===== config.mk =====
export PLATFORM = sky130hd
export DESIGN_NAME = rph_port
export DESIGN_NICKNAME = d
export VERILOG_FILES = /design/src/rtl/rph_pkg.sv /design/src/rtl/rph_port.sv
export SDC_FILE = /design/constraint.sdc
export NUM_CORES = 1
export LEC_CHECK = 0
export BUFFER_PORTS_ARGS = -buffer_cell sky130_fd_sc_hd__buf_2
export CORE_MARGIN = 4
export CORE_UTILIZATION = 47
export CTS_CLUSTER_SIZE = 14
export DETAILED_ROUTE_END_ITERATION = 8
export GPL_TIMING_DRIVEN = 0
export PLACE_DENSITY_LB_ADDON = 0.12
export SETUP_SLACK_MARGIN = 0.4
export SYNTH_ARGS = -nofsm -noshare
export SYNTH_HDL_FRONTEND = slang
export SYNTH_SLANG_ARGS = --single-unit

===== constraint.sdc =====
create_clock -name clk -period 1.9 [get_ports clk]
set_input_delay 0.095 -clock clk [delete_from_list [all_inputs] [get_ports clk]]
set_output_delay 0.095 -clock clk [all_outputs]
set_load 0.05 [all_outputs]

===== src/rtl/rph_pkg.sv =====
/*
  Package for the root hub port status block: register layout, reset
  values, timing constants and carrier structs.
  Assumes a 10 MHz controller clock.
*/
package rph_pkg;

  // ==========================================================
  // Register map.
  localparam logic [7:0] RPH_STATUS_ADDR = 8'h00;
  localparam logic [7:0] RPH_CONFIG_ADDR = 8'h04;
  localparam logic [7:0] RPH_GLOBAL_ADDR = 8'h08;

  // ==========================================================
  // Port status bit positions.
  localparam int RPH_B_CONN = 0;
  localparam int RPH_B_ENA = 1;
  localparam int RPH_B_SUSP = 2;
  localparam int RPH_B_OVC = 3;
  localparam int RPH_B_RST = 4;
  localparam int RPH_B_PWR = 8;
  localparam int RPH_B_SLOW = 9;
  localparam int RPH_B_CONN_CHG = 16;
  localparam int RPH_B_ENA_CHG = 17;
  localparam int RPH_B_RES_DONE = 18;
  localparam int RPH_B_OVC_CHG = 19;
  localparam int RPH_B_RST_DONE = 20;

  // Config register bit positions.
  localparam int RPH_C_NO_SWITCH = 0;
  localparam int RPH_C_SCHEME = 1;
  localparam int RPH_C_MASK = 2;
  localparam int RPH_C_FIXED = 3;
  localparam int RPH_C_OVC_PORT = 4;

  // Global power command bit positions.
  localparam int RPH_G_OFF = 0;
  localparam int RPH_G_ON = 16;

  // ==========================================================
  // Reset values.
  localparam logic RPH_PWR_RESET = 1'h1;
  localparam logic [4:0] RPH_CONFIG_RESET = 5'h10;

  // ==========================================================
  // Timing.
  localparam int RPH_CLK_HZ = 10_000_000;
  localparam int RPH_RESET_MS = 10;
  localparam int RPH_RESUME_MS = 20;
  localparam int RPH_EOP_US = 2;
  localparam int RPH_RESYNC_MS = 3;
  localparam int RPH_RESET_CYC = RPH_RESET_MS * (RPH_CLK_HZ / 1000);
  localparam int RPH_RESUME_CYC = RPH_RESUME_MS * (RPH_CLK_HZ / 1000)
    + RPH_EOP_US * (RPH_CLK_HZ / 1_000_000)
    + RPH_RESYNC_MS * (RPH_CLK_HZ / 1000);

  // ==========================================================
  // Carriers.
  typedef struct packed {
    logic [7:0] addr;
    logic [31:0] wdata;
    logic wr;
    logic rd;
  } rph_bus_req_t;

  typedef struct packed {
    logic connect;
    logic slow;
    logic overcurrent;
    logic babble;
  } rph_line_t;

endpackage : rph_pkg


===== src/rtl/rph_port.sv =====
/*
  Status and control logic for one downstream root hub port.
  Assumes a single 10 MHz clock with synchronous active-high reset; line
  inputs from the device arrive asynchronously, babble is synchronous.
*/
// Chosen here: the register offsets and the strobed register port.
`timescale 1ns/100ps

module rph_port
  import rph_pkg::*;
#(
  parameter int RESET_CYC = RPH_RESET_CYC,
  parameter int RESUME_CYC = RPH_RESUME_CYC
) (
  // Clock and reset.
  input wire logic clk,
  input wire logic rst,
  // Register port.
  input wire rph_bus_req_t bus,
  output logic [31:0] rdata,
  // Controller and device side.
  input wire logic controller_resume_state,
  input wire rph_line_t line,
  // Port signalling.
  output logic port_reset_drive,
  output logic port_resume_drive,
  output logic port_power_drive
);

  initial begin
    if (RESET_CYC < 1 || RESUME_CYC < 1 || RESET_CYC >= 2 ** 24 ||
        RESUME_CYC >= 2 ** 24) begin
      $error("rph_port: interval counts out of range");
    end
  end

  typedef enum logic [1:0] {ST_IDLE, ST_RESET, ST_RESUME} rph_seq_t;

  // ==========================================================
  // Input synchronisers.
  logic [2:0] conn_sync;
  logic [2:0] slow_sync;
  logic [2:0] ovc_sync;
  logic conn_line;
  logic slow_line;
  logic ovc_line;

  always_ff @(posedge clk) begin
    if (rst) begin
      conn_sync <= 3'h0;
      slow_sync <= 3'h0;
      ovc_sync <= 3'h0;
    end else begin
      conn_sync <= {conn_sync[1:0], line.connect};
      slow_sync <= {slow_sync[1:0], line.slow};
      ovc_sync <= {ovc_sync[1:0], line.overcurrent};
    end
  end

  always_ff @(posedge clk) begin
    if (rst) begin
      conn_line <= 1'b0;
      slow_line <= 1'b0;
      ovc_line <= 1'b0;
    end else begin
      if (conn_sync[2] == conn_sync[1]) begin
        conn_line <= conn_sync[1];
      end
      if (slow_sync[2] == slow_sync[1]) begin
        slow_line <= slow_sync[1];
      end
      if (ovc_sync[2] == ovc_sync[1]) begin
        ovc_line <= ovc_sync[1];
      end
    end
  end

  // ==========================================================
  // Configuration register.
  logic [4:0] cfg;
  logic wr_stat;
  logic wr_cfg;
  logic wr_glob;

  assign wr_stat = bus.wr && bus.addr == RPH_STATUS_ADDR;
  assign wr_cfg = bus.wr && bus.addr == RPH_CONFIG_ADDR;
  assign wr_glob = bus.wr && bus.addr == RPH_GLOBAL_ADDR;

  always_ff @(posedge clk) begin
    if (rst) begin
      cfg <= RPH_CONFIG_RESET;
    end else if (wr_cfg) begin
      cfg <= bus.wdata[4:0];
    end
  end

  // ==========================================================
  // State.
  logic port_powered;
  logic device_connected;
  logic port_enabled;
  logic port_suspended;
  logic port_resetting;
  logic port_overcurrent;
  logic connect_change_flag;
  logic enable_change_flag;
  logic resume_done_flag;
  logic overcurrent_change_flag;
  logic reset_done_flag;
  logic fixed_device_mask;
  logic conn_now;
  logic conn_prev;
  logic fixed_report;
  logic reset_end;
  logic resume_end;
  logic power_off_ev;
  logic hw_disable;
  logic connect_cmd_miss;
  logic power_on_cmd;
  logic power_off_cmd;
  rph_seq_t seq;
  logic [23:0] timer;

  assign fixed_device_mask = cfg[RPH_C_FIXED];
  assign conn_now = fixed_device_mask ? 1'b1 : (conn_line && port_powered);
  assign port_overcurrent = cfg[RPH_C_OVC_PORT] & ovc_line;

  always_comb begin
    power_on_cmd = 1'b0;
    power_off_cmd = 1'b0;
    if (!cfg[RPH_C_SCHEME] || !cfg[RPH_C_MASK]) begin
      power_on_cmd = wr_glob && bus.wdata[RPH_G_ON];
      power_off_cmd = wr_glob && bus.wdata[RPH_G_OFF];
    end else begin
      power_on_cmd = wr_stat && bus.wdata[RPH_B_PWR];
      power_off_cmd = wr_stat && bus.wdata[RPH_B_SLOW];
    end
  end

  always_ff @(posedge clk) begin
    if (rst) begin
      port_powered <= RPH_PWR_RESET;
    end else if (cfg[RPH_C_NO_SWITCH]) begin
      port_powered <= 1'b1;
    end else if (port_overcurrent) begin
      port_powered <= 1'b0;
    end else if (power_off_cmd) begin
      port_powered <= 1'b0;
    end else if (power_on_cmd) begin
      port_powered <= 1'b1;
    end
  end

  assign power_off_ev = !port_powered;

  always_ff @(posedge clk) begin
    if (rst) begin
      device_connected <= 1'b0;
      conn_prev <= 1'b0;
    end else begin
      device_connected <= conn_now;
      conn_prev <= device_connected;
    end
  end

  assign connect_cmd_miss = wr_stat && !device_connected &&
    (bus.wdata[RPH_B_RST] || bus.wdata[RPH_B_ENA] || bus.wdata[RPH_B_SUSP]);

  // ==========================================================
  // Reset and resume sequencer.
  // A sequence completes only on a port that is still powered and connected.
  assign reset_end = seq == ST_RESET && timer == 24'h0000_00 &&
    port_resetting && device_connected && port_powered;
  assign resume_end = seq == ST_RESUME && timer == 24'h0000_00 &&
    device_connected && port_powered;

  always_ff @(posedge clk) begin
    if (rst) begin
      seq <= ST_IDLE;
      timer <= 24'h0000_00;
    end else if (power_off_ev || !device_connected) begin
      seq <= ST_IDLE;
      timer <= 24'h0000_00;
    end else begin
      unique case (seq)
        ST_IDLE: begin
          if (wr_stat && bus.wdata[RPH_B_RST]) begin
            seq <= ST_RESET;
            timer <= 24'(RESET_CYC - 1);
          end else if (wr_stat && bus.wdata[RPH_B_OVC] && port_suspended) begin
            seq <= ST_RESUME;
            timer <= 24'(RESUME_CYC - 1);
          end
        end
        ST_RESET, ST_RESUME: begin
          if (timer == 24'h0000_00) begin
            seq <= ST_IDLE;
          end else begin
            timer <= timer - 24'h0000_01;
          end
        end
      endcase
    end
  end

  always_ff @(posedge clk) begin
    if (rst) begin
      port_resetting <= 1'b0;
    end else if (power_off_ev || !device_connected || reset_end) begin
      port_resetting <= 1'b0;
    end else if (wr_stat && bus.wdata[RPH_B_RST] && seq == ST_IDLE) begin
      port_resetting <= 1'b1;
    end
  end

  always_ff @(posedge clk) begin
    if (rst) begin
      port_suspended <= 1'b0;
    end else if (power_off_ev || !device_connected || reset_end ||
                 resume_end || controller_resume_state) begin
      port_suspended <= 1'b0;
    end else if (wr_stat && bus.wdata[RPH_B_SUSP]) begin
      port_suspended <= 1'b1;
    end
  end

  assign hw_disable = port_enabled && (port_overcurrent || power_off_ev ||
    !device_connected || line.babble);

  always_ff @(posedge clk) begin
    if (rst) begin
      port_enabled <= 1'b0;
    end else if (hw_disable) begin
      port_enabled <= 1'b0;
    end else if (wr_stat && bus.wdata[RPH_B_CONN]) begin
      port_enabled <= 1'b0;
    end else if (reset_end || resume_end) begin
      port_enabled <= 1'b1;
    end else if (wr_stat && bus.wdata[RPH_B_ENA] && device_connected) begin
      port_enabled <= 1'b1;
    end
  end

  // ==========================================================
  // Change flags; a set in the same cycle beats the clear.
  always_ff @(posedge clk) begin
    if (rst) begin
      fixed_report <= 1'b1;
    end else if (fixed_device_mask) begin
      // The pending report is spent once a fixed device is declared.
      fixed_report <= 1'b0;
    end
  end

  always_ff @(posedge clk) begin
    if (rst) begin
      connect_change_flag <= 1'b0;
    end else if ((!fixed_device_mask && device_connected != conn_prev) ||
                 (fixed_device_mask && fixed_report) || connect_cmd_miss) begin
      connect_change_flag <= 1'b1;
    end else if (wr_stat && bus.wdata[RPH_B_CONN_CHG]) begin
      connect_change_flag <= 1'b0;
    end
  end

  always_ff @(posedge clk) begin
    if (rst) begin
      enable_change_flag <= 1'b0;
    end else if (hw_disable) begin
      enable_change_flag <= 1'b1;
    end else if (wr_stat && bus.wdata[RPH_B_ENA_CHG]) begin
      enable_change_flag <= 1'b0;
    end
  end

  always_ff @(posedge clk) begin
    if (rst) begin
      resume_done_flag <= 1'b0;
    end else if (reset_end) begin
      resume_done_flag <= 1'b0;
    end else if (resume_end) begin
      resume_done_flag <= 1'b1;
    end else if (wr_stat && bus.wdata[RPH_B_RES_DONE]) begin
      resume_done_flag <= 1'b0;
    end
  end

  always_ff @(posedge clk) begin
    if (rst) begin
      reset_done_flag <= 1'b0;
    end else if (reset_end) begin
      reset_done_flag <= 1'b1;
    end else if (wr_stat && bus.wdata[RPH_B_RST_DONE]) begin
      reset_done_flag <= 1'b0;
    end
  end

  logic ovc_prev;
  always_ff @(posedge clk) begin
    if (rst) begin
      ovc_prev <= 1'b0;
      overcurrent_change_flag <= 1'b0;
    end else begin
      ovc_prev <= port_overcurrent;
      if (ovc_prev != port_overcurrent) begin
        overcurrent_change_flag <= 1'b1;
      end else if (wr_stat && bus.wdata[RPH_B_OVC_CHG]) begin
        overcurrent_change_flag <= 1'b0;
      end
    end
  end

  // ==========================================================
  // Read data.
  logic [31:0] next_rdata;
  always_comb begin
    next_rdata = 32'h0000_0000;
    if (bus.addr == RPH_STATUS_ADDR) begin
      next_rdata[RPH_B_CONN] = device_connected;
      next_rdata[RPH_B_ENA] = port_enabled;
      next_rdata[RPH_B_SUSP] = port_suspended;
      next_rdata[RPH_B_OVC] = port_overcurrent;
      next_rdata[RPH_B_RST] = port_resetting;
      next_rdata[RPH_B_PWR] = port_powered;
      next_rdata[RPH_B_SLOW] = slow_line && device_connected;
      next_rdata[RPH_B_CONN_CHG] = connect_change_flag;
      next_rdata[RPH_B_ENA_CHG] = enable_change_flag;
      next_rdata[RPH_B_RES_DONE] = resume_done_flag;
      next_rdata[RPH_B_OVC_CHG] = overcurrent_change_flag;
      next_rdata[RPH_B_RST_DONE] = reset_done_flag;
    end else if (bus.addr == RPH_CONFIG_ADDR) begin
      next_rdata[4:0] = cfg;
    end
  end

  always_ff @(posedge clk) begin
    if (rst) begin
      rdata <= 32'h0000_0000;
    end else if (bus.rd) begin
      rdata <= next_rdata;
    end else begin
      rdata <= 32'h0000_0000;
    end
  end

  assign port_reset_drive = port_resetting;
  assign port_resume_drive = seq == ST_RESUME;
  assign port_power_drive = port_powered;

  // ==========================================================
  // Checks.
  // no status without connect.
  no_stat_disc_a: assert property (@(posedge clk) disable iff (rst)
    !device_connected |-> ##1 !$rose(port_resetting) && !$rose(port_enabled))
    else $error("status set while disconnected");

  res_clr_rst_a: assert property (@(posedge clk) disable iff (rst)
    reset_end |=> !resume_done_flag && reset_done_flag)
    else $error("resume flag survived reset done");

  rst_stat_end_a: assert property (@(posedge clk) disable iff (rst)
    $rose(reset_done_flag) |-> !port_resetting)
    else $error("reset status held after done");

  ena_on_done_a: assert property (@(posedge clk) disable iff (rst)
    reset_end && !hw_disable |=> port_enabled)
    else $error("port not enabled after reset");

  chg_keep_a: assert property (@(posedge clk) disable iff (rst)
    wr_stat && !bus.wdata[RPH_B_ENA_CHG] && enable_change_flag |=>
    enable_change_flag)
    else $error("change flag lost on zero write");

  ena_sw_a: assert property (@(posedge clk) disable iff (rst)
    $rose(enable_change_flag) |-> $past(hw_disable))
    else $error("enable change without hardware event");

  miss_flag_a: assert property (@(posedge clk) disable iff (rst)
    connect_cmd_miss |=> connect_change_flag && !port_resetting)
    else $error("disconnected command not flagged");

  ovc_pwr_a: assert property (@(posedge clk) disable iff (rst)
    port_overcurrent && !cfg[RPH_C_NO_SWITCH] |=> !port_powered)
    else $error("power kept under overcurrent");

endmodule : rph_port


==> run_results.csv, run 1 <==
group,metric,value,unit
pwr,ir_drop,0.355,mV
synth,netlist_area,0.00318,sq mm
floorplan,start_util,49.2,%
drt,drt_wl_total,9300,um
grt,antenna_found_initial,0,
floorplan,rows,29,
worst_hold_path,hold_path.class,"in -> reg",
drt,wl_per_cell,16.8,um
synth,ys_top_cells_by_area,"dfxtp_1, buf_4, nor2_1, nand2_1, xor2_1",
sta,final_hold_viol_count,0,
drt,first_pass_iters,5,
clock_tree,htree_levels,3,
grt,grt-ovfl-total,0,
grt,grt_pass1_wl,14200,um
place,dp_cells,503,
sta,worstMarginPinSlew,0.803,ns
drt,viasPerCell,5.76,
floorplan,die-area,0.00814,sq mm
synth,async_reset_ff_share,0,%
cells_and_area,fin_cells,554,
cells_and_area,antenna_cells,0,
setup_path,critPathMaxFanout,6,
pwr,p_seq_share,52.5,%
sta,worst_slack,-0.116,ns
drt,antenna_left,0,
setup_path,worstPathRequired,2.19,ns
floorplan,die_w,90.2,um
synth,yosysUniqueCellTypes,59,
clock_tree,clock_sinks,68,
sta,timing.fmax,496,MHz
outcome,violations,"negative setup slack",
sta,period_needed,2.02,ns
setup_path,end_kind,"register",
clock_tree,cts_tree,"done",
synth,avgSynthCellArea,8.73,sq um
pwr,p_int,2060,uW
pwr,netSwitchingPower,663,uW
place,dpl-instance-area,0.00370,sq mm
setup_path,crit_type,"reg -> reg",
sta,slew_headroom,45.9,%
synth,ys_dominant_reg_cell,"dfxtp_1",
cells_and_area,fillers,500,
drt,drc,0,
flow_run,maxCapViolCount,0,
setup_path,reg2regPathDepth,5,
worst_hold_path,min_path_cells,3,
synth,yosys.cell_count.top_type,"dfxtp_1",
synth,syn_inst,364,
synth,synth_seq_cells,68,
pwr,powerDensity,602,mW/mm^2
sta,fin_skew,0.00775,ns
setup_path,startpoint_type,"register",
pwr,comb_power_share,7.8,%
pwr,p_clk_share,39.7,%
grt,grt_start_max_net_pins,11,
setup_path,crit_arrival,2.30,ns
grt,track_usage,21.5,%
place,io_buffers,43,
sta,rsz0062_at_grt,"true",
clock_tree,worstSkewPairLatency,0.35,ns
clock_tree,numCtsBuffers,9,
floorplan,die_height,90.2,um
drt,vias,3192,
synth,yosysWarnings,0,
cells_and_area,fin_util,70.0,%
grt,grt_pass1_vias,2908,
synth,synth.yosys.seq_area_share,42.8,%
clock_tree,path_clk_slew,0.07,ns
cells_and_area,drive_gt1_share,39.8,%
place,dp_hpwl,5690,um
floorplan,io_pins,84,
clock_tree,clk_path_buf_depth,2,
pwr,p_sw_share,24.4,%
synth,synth_edf_count,0,
sta,drv_slew,0,
floorplan,coreArea,0.00646,sq mm
cells_and_area,synthToLayoutAreaGrowth,42.2,%
sta,tns,-0.708,ns
cells_and_area,fin_nets,528,
pwr,power.leakage,0.00191,uW
synth,synth_top_cell_area_share,42.8,%
place,gp_congestion,0.836,
cells_and_area,final_cell_area,0.00452,sq mm
sta,post-route-period-util,106,%
sta,setup_violations,19,
outcome,outcome,"complete, but fails checks",
synth,yosysTopAreaCell,"dfxtp_1",
clock_tree,root_buffer,"clkbuf_8",
drt,drt_iter0_drc,281,
synth,yosys-top-cells-count,"dfxtp_1, nor2_1, nand2_1, a21oi_1, buf_4",
## critical path, stage by stage, from the launching register on
cell	delay, ns
dfxtp_4	0.38
nor4_4	0.39
nand2_2	0.11
or4_4	0.51
or4_1	0.48
o21ai_1	0.08
## logic make-up after synthesis
family	Yosys count	share of synthesized area, %
buffers and inverters	46	7.91
other	1	0.118
XOR/XNOR	15	4.13
multiplexers	5	1.57
flip-flops	68	42.8
adder cells (fa/ha/maj)	5	1.97
AND/OR/NAND/NOR	150	25.0
AO/OA/AOI/OAI	74	16.5
## repair_timing
item,in CTS,in global routing
hold endpoints to repair,4,0
cloned,1,1
setup buffers,23,8
pin swaps,28,22
endpoints found under the setup margin,37,37
hold buffers,4,0
gates resized for setup,52,37
## worst paths after layout
path / endpoint / startpoint / slack [ns]
setup / recovery: timer[21]$_SDFFE_PP0P_ / timer[0]$_SDFFE_PP0P_ / -0.12
hold / removal: cfg[1]$_SDFFE_PP0P_ / bus[3] / 0.02
hold reg to reg: slow_sync[1]$_SDFF_PP0_ / slow_sync[0]$_SDFF_PP0_ / 0.44
setup reg to reg: timer[21]$_SDFFE_PP0P_ / timer[0]$_SDFFE_PP0P_ / -0.12
## metal layers
| layer | global-route usage (%) | wire length [um] | vias up |
|---|---|---|---|
| met5 | 0 | 0 | - |
| met4 | 10.1 | 183 | 0 |
| li1 | - | - | 1508 |
| met2 | 31.0 | 4250 | 133 |
| met1 | 29.8 | 4110 | 1530 |
| met3 | 5.43 | 754 | 21 |
## power groups by stage
stage / clock network [uW] / logic [uW] / registers (uW)
final: 1080 / 212 / 1430
after global routing: 1160 / 225 / 1430
after CTS: 1100 / 205 / 1430
after detailed placement: 0 / 197 / 1470
after global placement: 0 / 196 / 1470
after floorplan: 0 / 150 / 1470
## layout by cell type, fill, tap and decap left out, types with 4 or more instances in the layout
master / instances
dfxtp_1: 56
buf_4: 47
buf_2: 44
nor2_1: 35
nand2_1: 27
conb_1: 20
a21oi_1: 17
clkbuf_8: 16
xor2_1: 12
nor2b_1: 10
nor3_1: 10
nand4_1: 10
and3_1: 10
dfxtp_4: 7
nor4_4: 6
or4_4: 5
o21ai_0: 5
o211ai_1: 5
mux2i_1: 5
buf_6: 5
dfxtp_2: 5
inv_1: 4
o21ai_2: 4
o21ai_1: 4
dlygate4sd3_1: 4
## sequential cells by signal, indices dropped and copies added (netlist names), 2 cells and up
register   count
cfg            5
seq            2
ovc_sync       3
conn_sync      3
timer         24
rdata         12
slow_sync      3
## per-stage QoR
| stage | hold WS (ns) | setup WS [ns] | total power, uW |
|---|---|---|---|
| after floorplan | 0.223 | -0.0851 | 1620 |
| after global placement | 0.303 | -0.432 | 1660 |
| after detailed placement | 0.308 | -0.444 | 1660 |
| after CTS | 0.0124 | -0.0432 | 2730 |
| after global routing | 0.0468 | -0.168 | 2810 |
| final | 0.0190 | -0.116 | 2720 |
## cell type report
cell class	instances	area, sq um	share of cell area [%]
multi-input combinational	270	2010	44.4
sequential	68	1390	30.8
timing repair buffer	79	517	11.4
buffer	37	287	6.34
clock buffer	12	165	3.65
tap	77	96.3	2.13
inverter	9	42.5	0.941
clock inverter	2	10.0	0.221
No activity file was read; power rests on OpenSTA's default activity.
==> inputs of run 2 (changes only) <==
REMOVE_ABC_BUFFERS = 1   (was not set)
==> run 2 against run 1 <==
- the flow still finishes with violations (negative setup slack)
- highest routed layer unchanged
- cell count shrank 2.5%
- clock skew grew 0.0019 ns
- cell area shrank 2.0%
- non-clock buffer count shrank 16
- critical path depth grew 4
- fmax shrank 4.2%
- die area is the same
- sequential cell count is the same
- clock power grew 21%
- setup slack lost 0.089 ns
- first-iteration DRC count grew 16%
- wire length grew 4.3%
- largest power group unchanged
==> run_results.csv, run 2 (same netlist as run 1, synthesis figures left out) <==
group,metric,value,unit
drt,drt_wl_total,9700,um
floorplan,coreArea,0.00646,sq mm
floorplan,io_pins,84,
setup_path,reg2regPathDepth,9,
drt,first_pass_iters,5,
cells_and_area,largest_reg_flops,24,
cells_and_area,layout_common_cells,"dfxtp_1, buf_4, buf_2",
setup_path,crit_type,"reg -> reg",
pwr,p_total,2910,uW
cells_and_area,regMostFlops,"timer",
clock_tree,clk_path_buf_depth,2,
setup_path,crit_path_start,"timer[18]$_SDFFE_PP0P_",
cells_and_area,fin_nets,512,
grt,grt_pass1_vias,2892,
sta,fin_skew,0.00964,ns
sta,worst_slack,-0.205,ns
cells_and_area,drive_gt1_share,38.4,%
setup_path,reg2reg_from,"timer[18]$_SDFFE_PP0P_",
cells_and_area,antenna_cells,0,
sta,period_needed,2.11,ns
cells_and_area,final_common_cell,"dfxtp_1",
drt,drt_iter0_drc,325,
grt,track_usage,21.4,%
setup_path,r2r_end,"timer[12]$_SDFFE_PP0P_",
place,pre_cts_ws,-1.03,ns
sta,drv_slew,0,
flow_run,maxCapViolCount,0,
drt,antenna_left,0,
setup_path,startpoint_type,"register",
clock_tree,clock_sinks,68,
setup_path,path_cells,"nor4_2 -> nand4_1 -> buf_4 -> buf_6 -> buf_12 -> buf_8 -> nand4_1 -> xor2_1 -> nor2_1",
setup_path,endpoint,"timer[12]$_SDFFE_PP0P_",
setup_path,rrSetupSlack,-0.21,ns
sta,timing.fmax,475,MHz
clock_tree,path_clk_slew,0.08,ns
grt,antenna_found_initial,0,
clock_tree,worstSkewPairLatency,0.35,ns
cells_and_area,synthToLayoutAreaGrowth,39.3,%
sta,post-route-period-util,111,%
place,dp_hpwl,5070,um
clock_tree,numCtsBuffers,9,
drt,wl_per_cell,18.0,um
pwr,powerDensity,658,mW/mm^2
floorplan,start_util,49.2,%
clock_tree,root_buffer,"clkbuf_8",
cells_and_area,top_regs,"timer (24), rdata (12), cfg (5)",
pwr,ir_drop,0.482,mV
setup_path,crit_arrival,2.33,ns
sta,setup_violations,25,
floorplan,die-area,0.00814,sq mm
setup_path,critPathMaxFanout,6,
sta,worstMarginPinSlew,0.829,ns
floorplan,die_height,90.2,um
clock_tree,cts_tree,"done",
sta,rsz0062_at_grt,"true",
pwr,power.leakage,0.00185,uW
floorplan,rows,29,
drt,drc,0,
grt,grt_pass1_wl,14300,um
place,gp_congestion,0.827,
sta,final_hold_viol_count,0,
grt,grt_start_max_net_pins,32,
outcome,outcome,"complete, but fails checks",
grt,grt-ovfl-total,0,
setup_path,cpMostUsedCell,"nand4_1",
setup_path,cp_slowest_stage_delay,0.48,ns
worst_hold_path,hold_path.class,"in -> reg",
drt,vias,3140,
setup_path,cp.depth,9,
drt,viasPerCell,5.81,
sta,slew_headroom,44.2,%
setup_path,cp_top_family,"simple AND/OR/NAND/NOR gates",
sta,tns,-2.42,ns
setup_path,end_kind,"register",
place,io_buffers,43,
floorplan,die_w,90.2,um
setup_path,cpMaxStageDelayCell,"nor4_2",
outcome,violations,"negative setup slack",
setup_path,cp.buffers_inverters,4,
setup_path,worstPathRequired,2.13,ns
clock_tree,htree_levels,3,
run 2: cell type report:
| cell class | count | area (sq um) |
|---|---|---|
| well taps | 77 | 96.3 |
| multi-input cells | 270 | 1970 |
| flip-flops and latches | 68 | 1390 |
| inverters | 9 | 36.3 |
| clock buffers | 12 | 135 |
| clock inverters | 4 | 73.8 |
| repair buffers | 100 | 724 |
| fillers | 484 | 2030 |
run 2: worst register-to-register path, cell delays in order (launching register included):
cell and delay [ns]:
dfxtp_1 0.38, nor4_2 0.48, nand4_1 0.20, buf_4 0.19, buf_6 0.12, buf_12 0.12
buf_8 0.12, nand4_1 0.08, xor2_1 0.22, nor2_1 0.09
run 2: worst min path at each step:
stage               startpoint                      end  slack, ns  depth (start not counted)
finish                 bus[37]      rdata[0]$_SDFF_PP0_       0.01                          4
global route            bus[2]      cfg[0]$_SDFFE_PP0P_       0.03                          3
CTS                     bus[2]      cfg[0]$_SDFFE_PP0P_       0.02                          3
detailed placement     line[1]   ovc_sync[0]$_SDFF_PP0_       0.31                          2
global placement       line[3]  conn_sync[0]$_SDFF_PP0_       0.30                          2
floorplan                  rst   conn_line$_SDFFE_PP0N_       0.16                          1
run 2: timing repair:
action / 4_1_cts / 5_1_grt
setup endpoints to repair: 44 / 44
cloned: 1 / 0
hold endpoints to repair: 4 / 0
buffers inserted: 42 / 9
pin swaps: 31 / 35
hold buffers: 4 / 0
gates resized for setup: 71 / 33
run 2: metrics by stage:
| stage | util (%) | cell area (sq um) | instances | hold slack [ns] |
|---|---|---|---|---|
| after global placement | 51.8 | 3340 | 466 | 0.305 |
| after CTS | 65.2 | 4210 | 531 | 0.0182 |
| final | 68.6 | 4430 | 540 | 0.0102 |
| after detailed placement | 52.0 | 3360 | 468 | 0.311 |
| after global routing | 68.6 | 4430 | 540 | 0.0339 |
| after floorplan | - | 3030 | 346 | 0.164 |
run 2: routing by layer:
metal / GRT usage, % / up-vias / routed length (um) / part of all wire (%)
met5: 0 / - / 0 / 0
met4: 9.82 / 0 / 371 / 3.8
met3: 4.84 / 43 / 729 / 7.5
li1: - / 1473 / - / -
met1: 29.7 / 1455 / 4290 / 44
met2: 31.6 / 169 / 4310 / 44
run 2: power by group:
group | switching (uW) | internal (uW) | leakage, uW
clock | 567 | 742 | 0.000105
combinational | 132 | 41.6 | 0.00119
sequential | 3.20 | 1430 | 0.000557
==> inputs of run 3 (changes only) <==
PLACE_DENSITY = 0.75   (was not set)
PLACE_DENSITY_LB_ADDON = not set   (was 0.12)
==> run 3 against run 2 <==
- the flow still finishes with violations (negative setup slack)
- clock power hardly changed
- cell count down 0.93%
- critical path depth unchanged
- cell area increased by 0.96%
- register-to-register slack worse by 0.03 ns
- utilization up 0.66 points
- global-route usage up 3.4 points
- first-iteration DRC count is 38% higher
- die area is the same
- count of clock-buffer cells in the layout fell by 2
- sequential share of layout area decreased by 0.13 points
- critical path type unchanged
- largest cell class unchanged
- largest power group unchanged
==> run_results.csv, run 3 (same netlist as run 1, synthesis figures left out) <==
group,metric,value,unit
outcome,outcome,"complete, but fails checks",
outcome,violations,"negative setup slack",
worst_hold_path,hold_path.class,"in -> reg",
pwr,powerDensity,652,mW/mm^2
cells_and_area,regMostFlops,"timer",
setup_path,crit_type,"reg -> reg",
sta,fin_skew,0.0130,ns
sta,worst_hold_slack,0.00934,ns
floorplan,die-area,0.00814,sq mm
drt,drc,0,
setup_path,startpoint_type,"register",
cells_and_area,seqCellArea,0.00140,sq mm
place,pre_cts_ws,-1.02,ns
cells_and_area,top_regs,"timer (24), rdata (12), cfg (5)",
drt,drt_iter0_drc,447,
cells_and_area,synthToLayoutAreaGrowth,40.7,%
sta,setup_violations,19,
clock_tree,path_clk_slew,0.07,ns
cells_and_area,fillers,429,
sta,period_needed,2.13,ns
setup_path,worstPathRequired,2.13,ns
grt,antenna_found_initial,0,
place,dp_hpwl,5050,um
grt,grt_pass1_wl,16300,um
setup_path,crit_arrival,2.36,ns
sta,slew_headroom,43.4,%
sta,rsz0062_at_grt,"true",
cells_and_area,multi_input_area,0.00205,sq mm
floorplan,rows,29,
clock_tree,clk_path_buf_depth,2,
sta,timing.fmax,469,MHz
floorplan,die_w,90.2,um
clock_tree,numCtsBuffers,9,
drt,viasPerCell,6.42,
place,io_buffers,43,
sta,post-route-period-util,112,%
grt,grt_start_max_net_pins,32,
setup_path,end_kind,"register",
clock_tree,cts_tree,"done",
floorplan,start_util,49.2,%
grt,track_usage,24.9,%
cells_and_area,final_common_cell,"dfxtp_1",
cells_and_area,drive_gt1_share,40.8,%
floorplan,die_height,90.2,um
drt,drt_wl_total,11500,um
drt,wl_per_cell,21.4,um
clock_tree,root_buffer,"clkbuf_8",
cells_and_area,largest_reg_flops,24,
drt,first_pass_iters,5,
sta,worstMarginPinSlew,0.841,ns
setup_path,critPathMaxFanout,6,
cells_and_area,antenna_cells,0,
cells_and_area,layout_common_cells,"dfxtp_1, buf_2, buf_4",
place,gp_congestion,0.843,
drt,vias,3434,
sta,final_hold_viol_count,0,
grt,grt_pass1_vias,3210,
pwr,power.leakage,0.00185,uW
pwr,ir_drop,0.359,mV
floorplan,io_pins,84,
floorplan,coreArea,0.00646,sq mm
sta,tns,-1.79,ns
clock_tree,worstSkewPairLatency,0.36,ns
flow_run,maxCapViolCount,0,
sta,worst_slack,-0.231,ns
grt,grt-ovfl-total,0,
clock_tree,htree_levels,3,
sta,drv_slew,0,
drt,antenna_left,0,
clock_tree,clock_sinks,68,
cells_and_area,fin_nets,508,
-- run 3: final cells by class --
type                            instances  share of cell area, %
Inverter                                9                  0.868
Multi-Input combinational cell        269                   45.8
Sequential cell                        68                   31.2
Clock inverter                          5                   1.74
Timing Repair Buffer                   97                   15.4
Tap cell                               77                   2.16
Clock buffer                           10                   2.85
-- run 3: report_power, final --
group,leakage (uW),internal [uW],switching (uW)
clock,0.000102,727,577
sequential,0.000558,1420,3.72
combinational,0.00119,43.2,138
total,0.00185,2190,719
-- run 3: what timing repair did --
action | CTS | global route
pin swaps | 36 | 32
cloned | 1 | 0
hold buffers | 5 | 0
endpoints found under the hold margin | 5 | 0
buffers inserted | 32 | 15
gates resized for setup | 86 | 39
setup endpoints to repair | 43 | 33
-- run 3: per-stage QoR --
step	total power [uW]	cell area, sq um	util, %	instances
final	2910	4470	69.2	535
after global routing	2990	4470	69.2	535
after CTS	2890	4210	65.2	520
after detailed placement	1620	3350	51.9	467
after global placement	1620	3340	51.8	466
after floorplan	1570	3030	-	346
-- run 3: worst max-delay path, stage by stage, from the launching register on --
cell	delay, ns
dfxtp_2	0.36
inv_4	0.05
ha_4	0.28
nor4b_4	0.21
nand4_1	0.20
buf_6	0.20
buf_8	0.14
o2111ai_4	0.19
xor2_1	0.27
a21oi_1	0.10
-- run 3: final timing paths --
check	startpoint	to	slack, ns	cells after the start
min	bus[2]	cfg[0]$_SDFFE_PP0P_	0.009	3
max	seq[0]$_SDFFE_PP0P_	timer[7]$_SDFFE_PP0P_	-0.23	9
min reg2reg	slow_sync[0]$_SDFF_PP0_	slow_sync[1]$_SDFF_PP0_	0.44	1
max reg2reg	seq[0]$_SDFFE_PP0P_	timer[7]$_SDFFE_PP0P_	-0.23	9
-- run 3: metal layers --
metal / vias to the layer above / part of all wire (%) / track usage [%] / wire length [um]
met5: - / 0 / 0 / 0
met2: 303 / 46 / 40.0 / 5300
met3: 96 / 10 / 6.68 / 1180
met1: 1573 / 36 / 29.6 / 4180
li1: 1462 / - / - / -
met4: 0 / 6.9 / 14.9 / 793
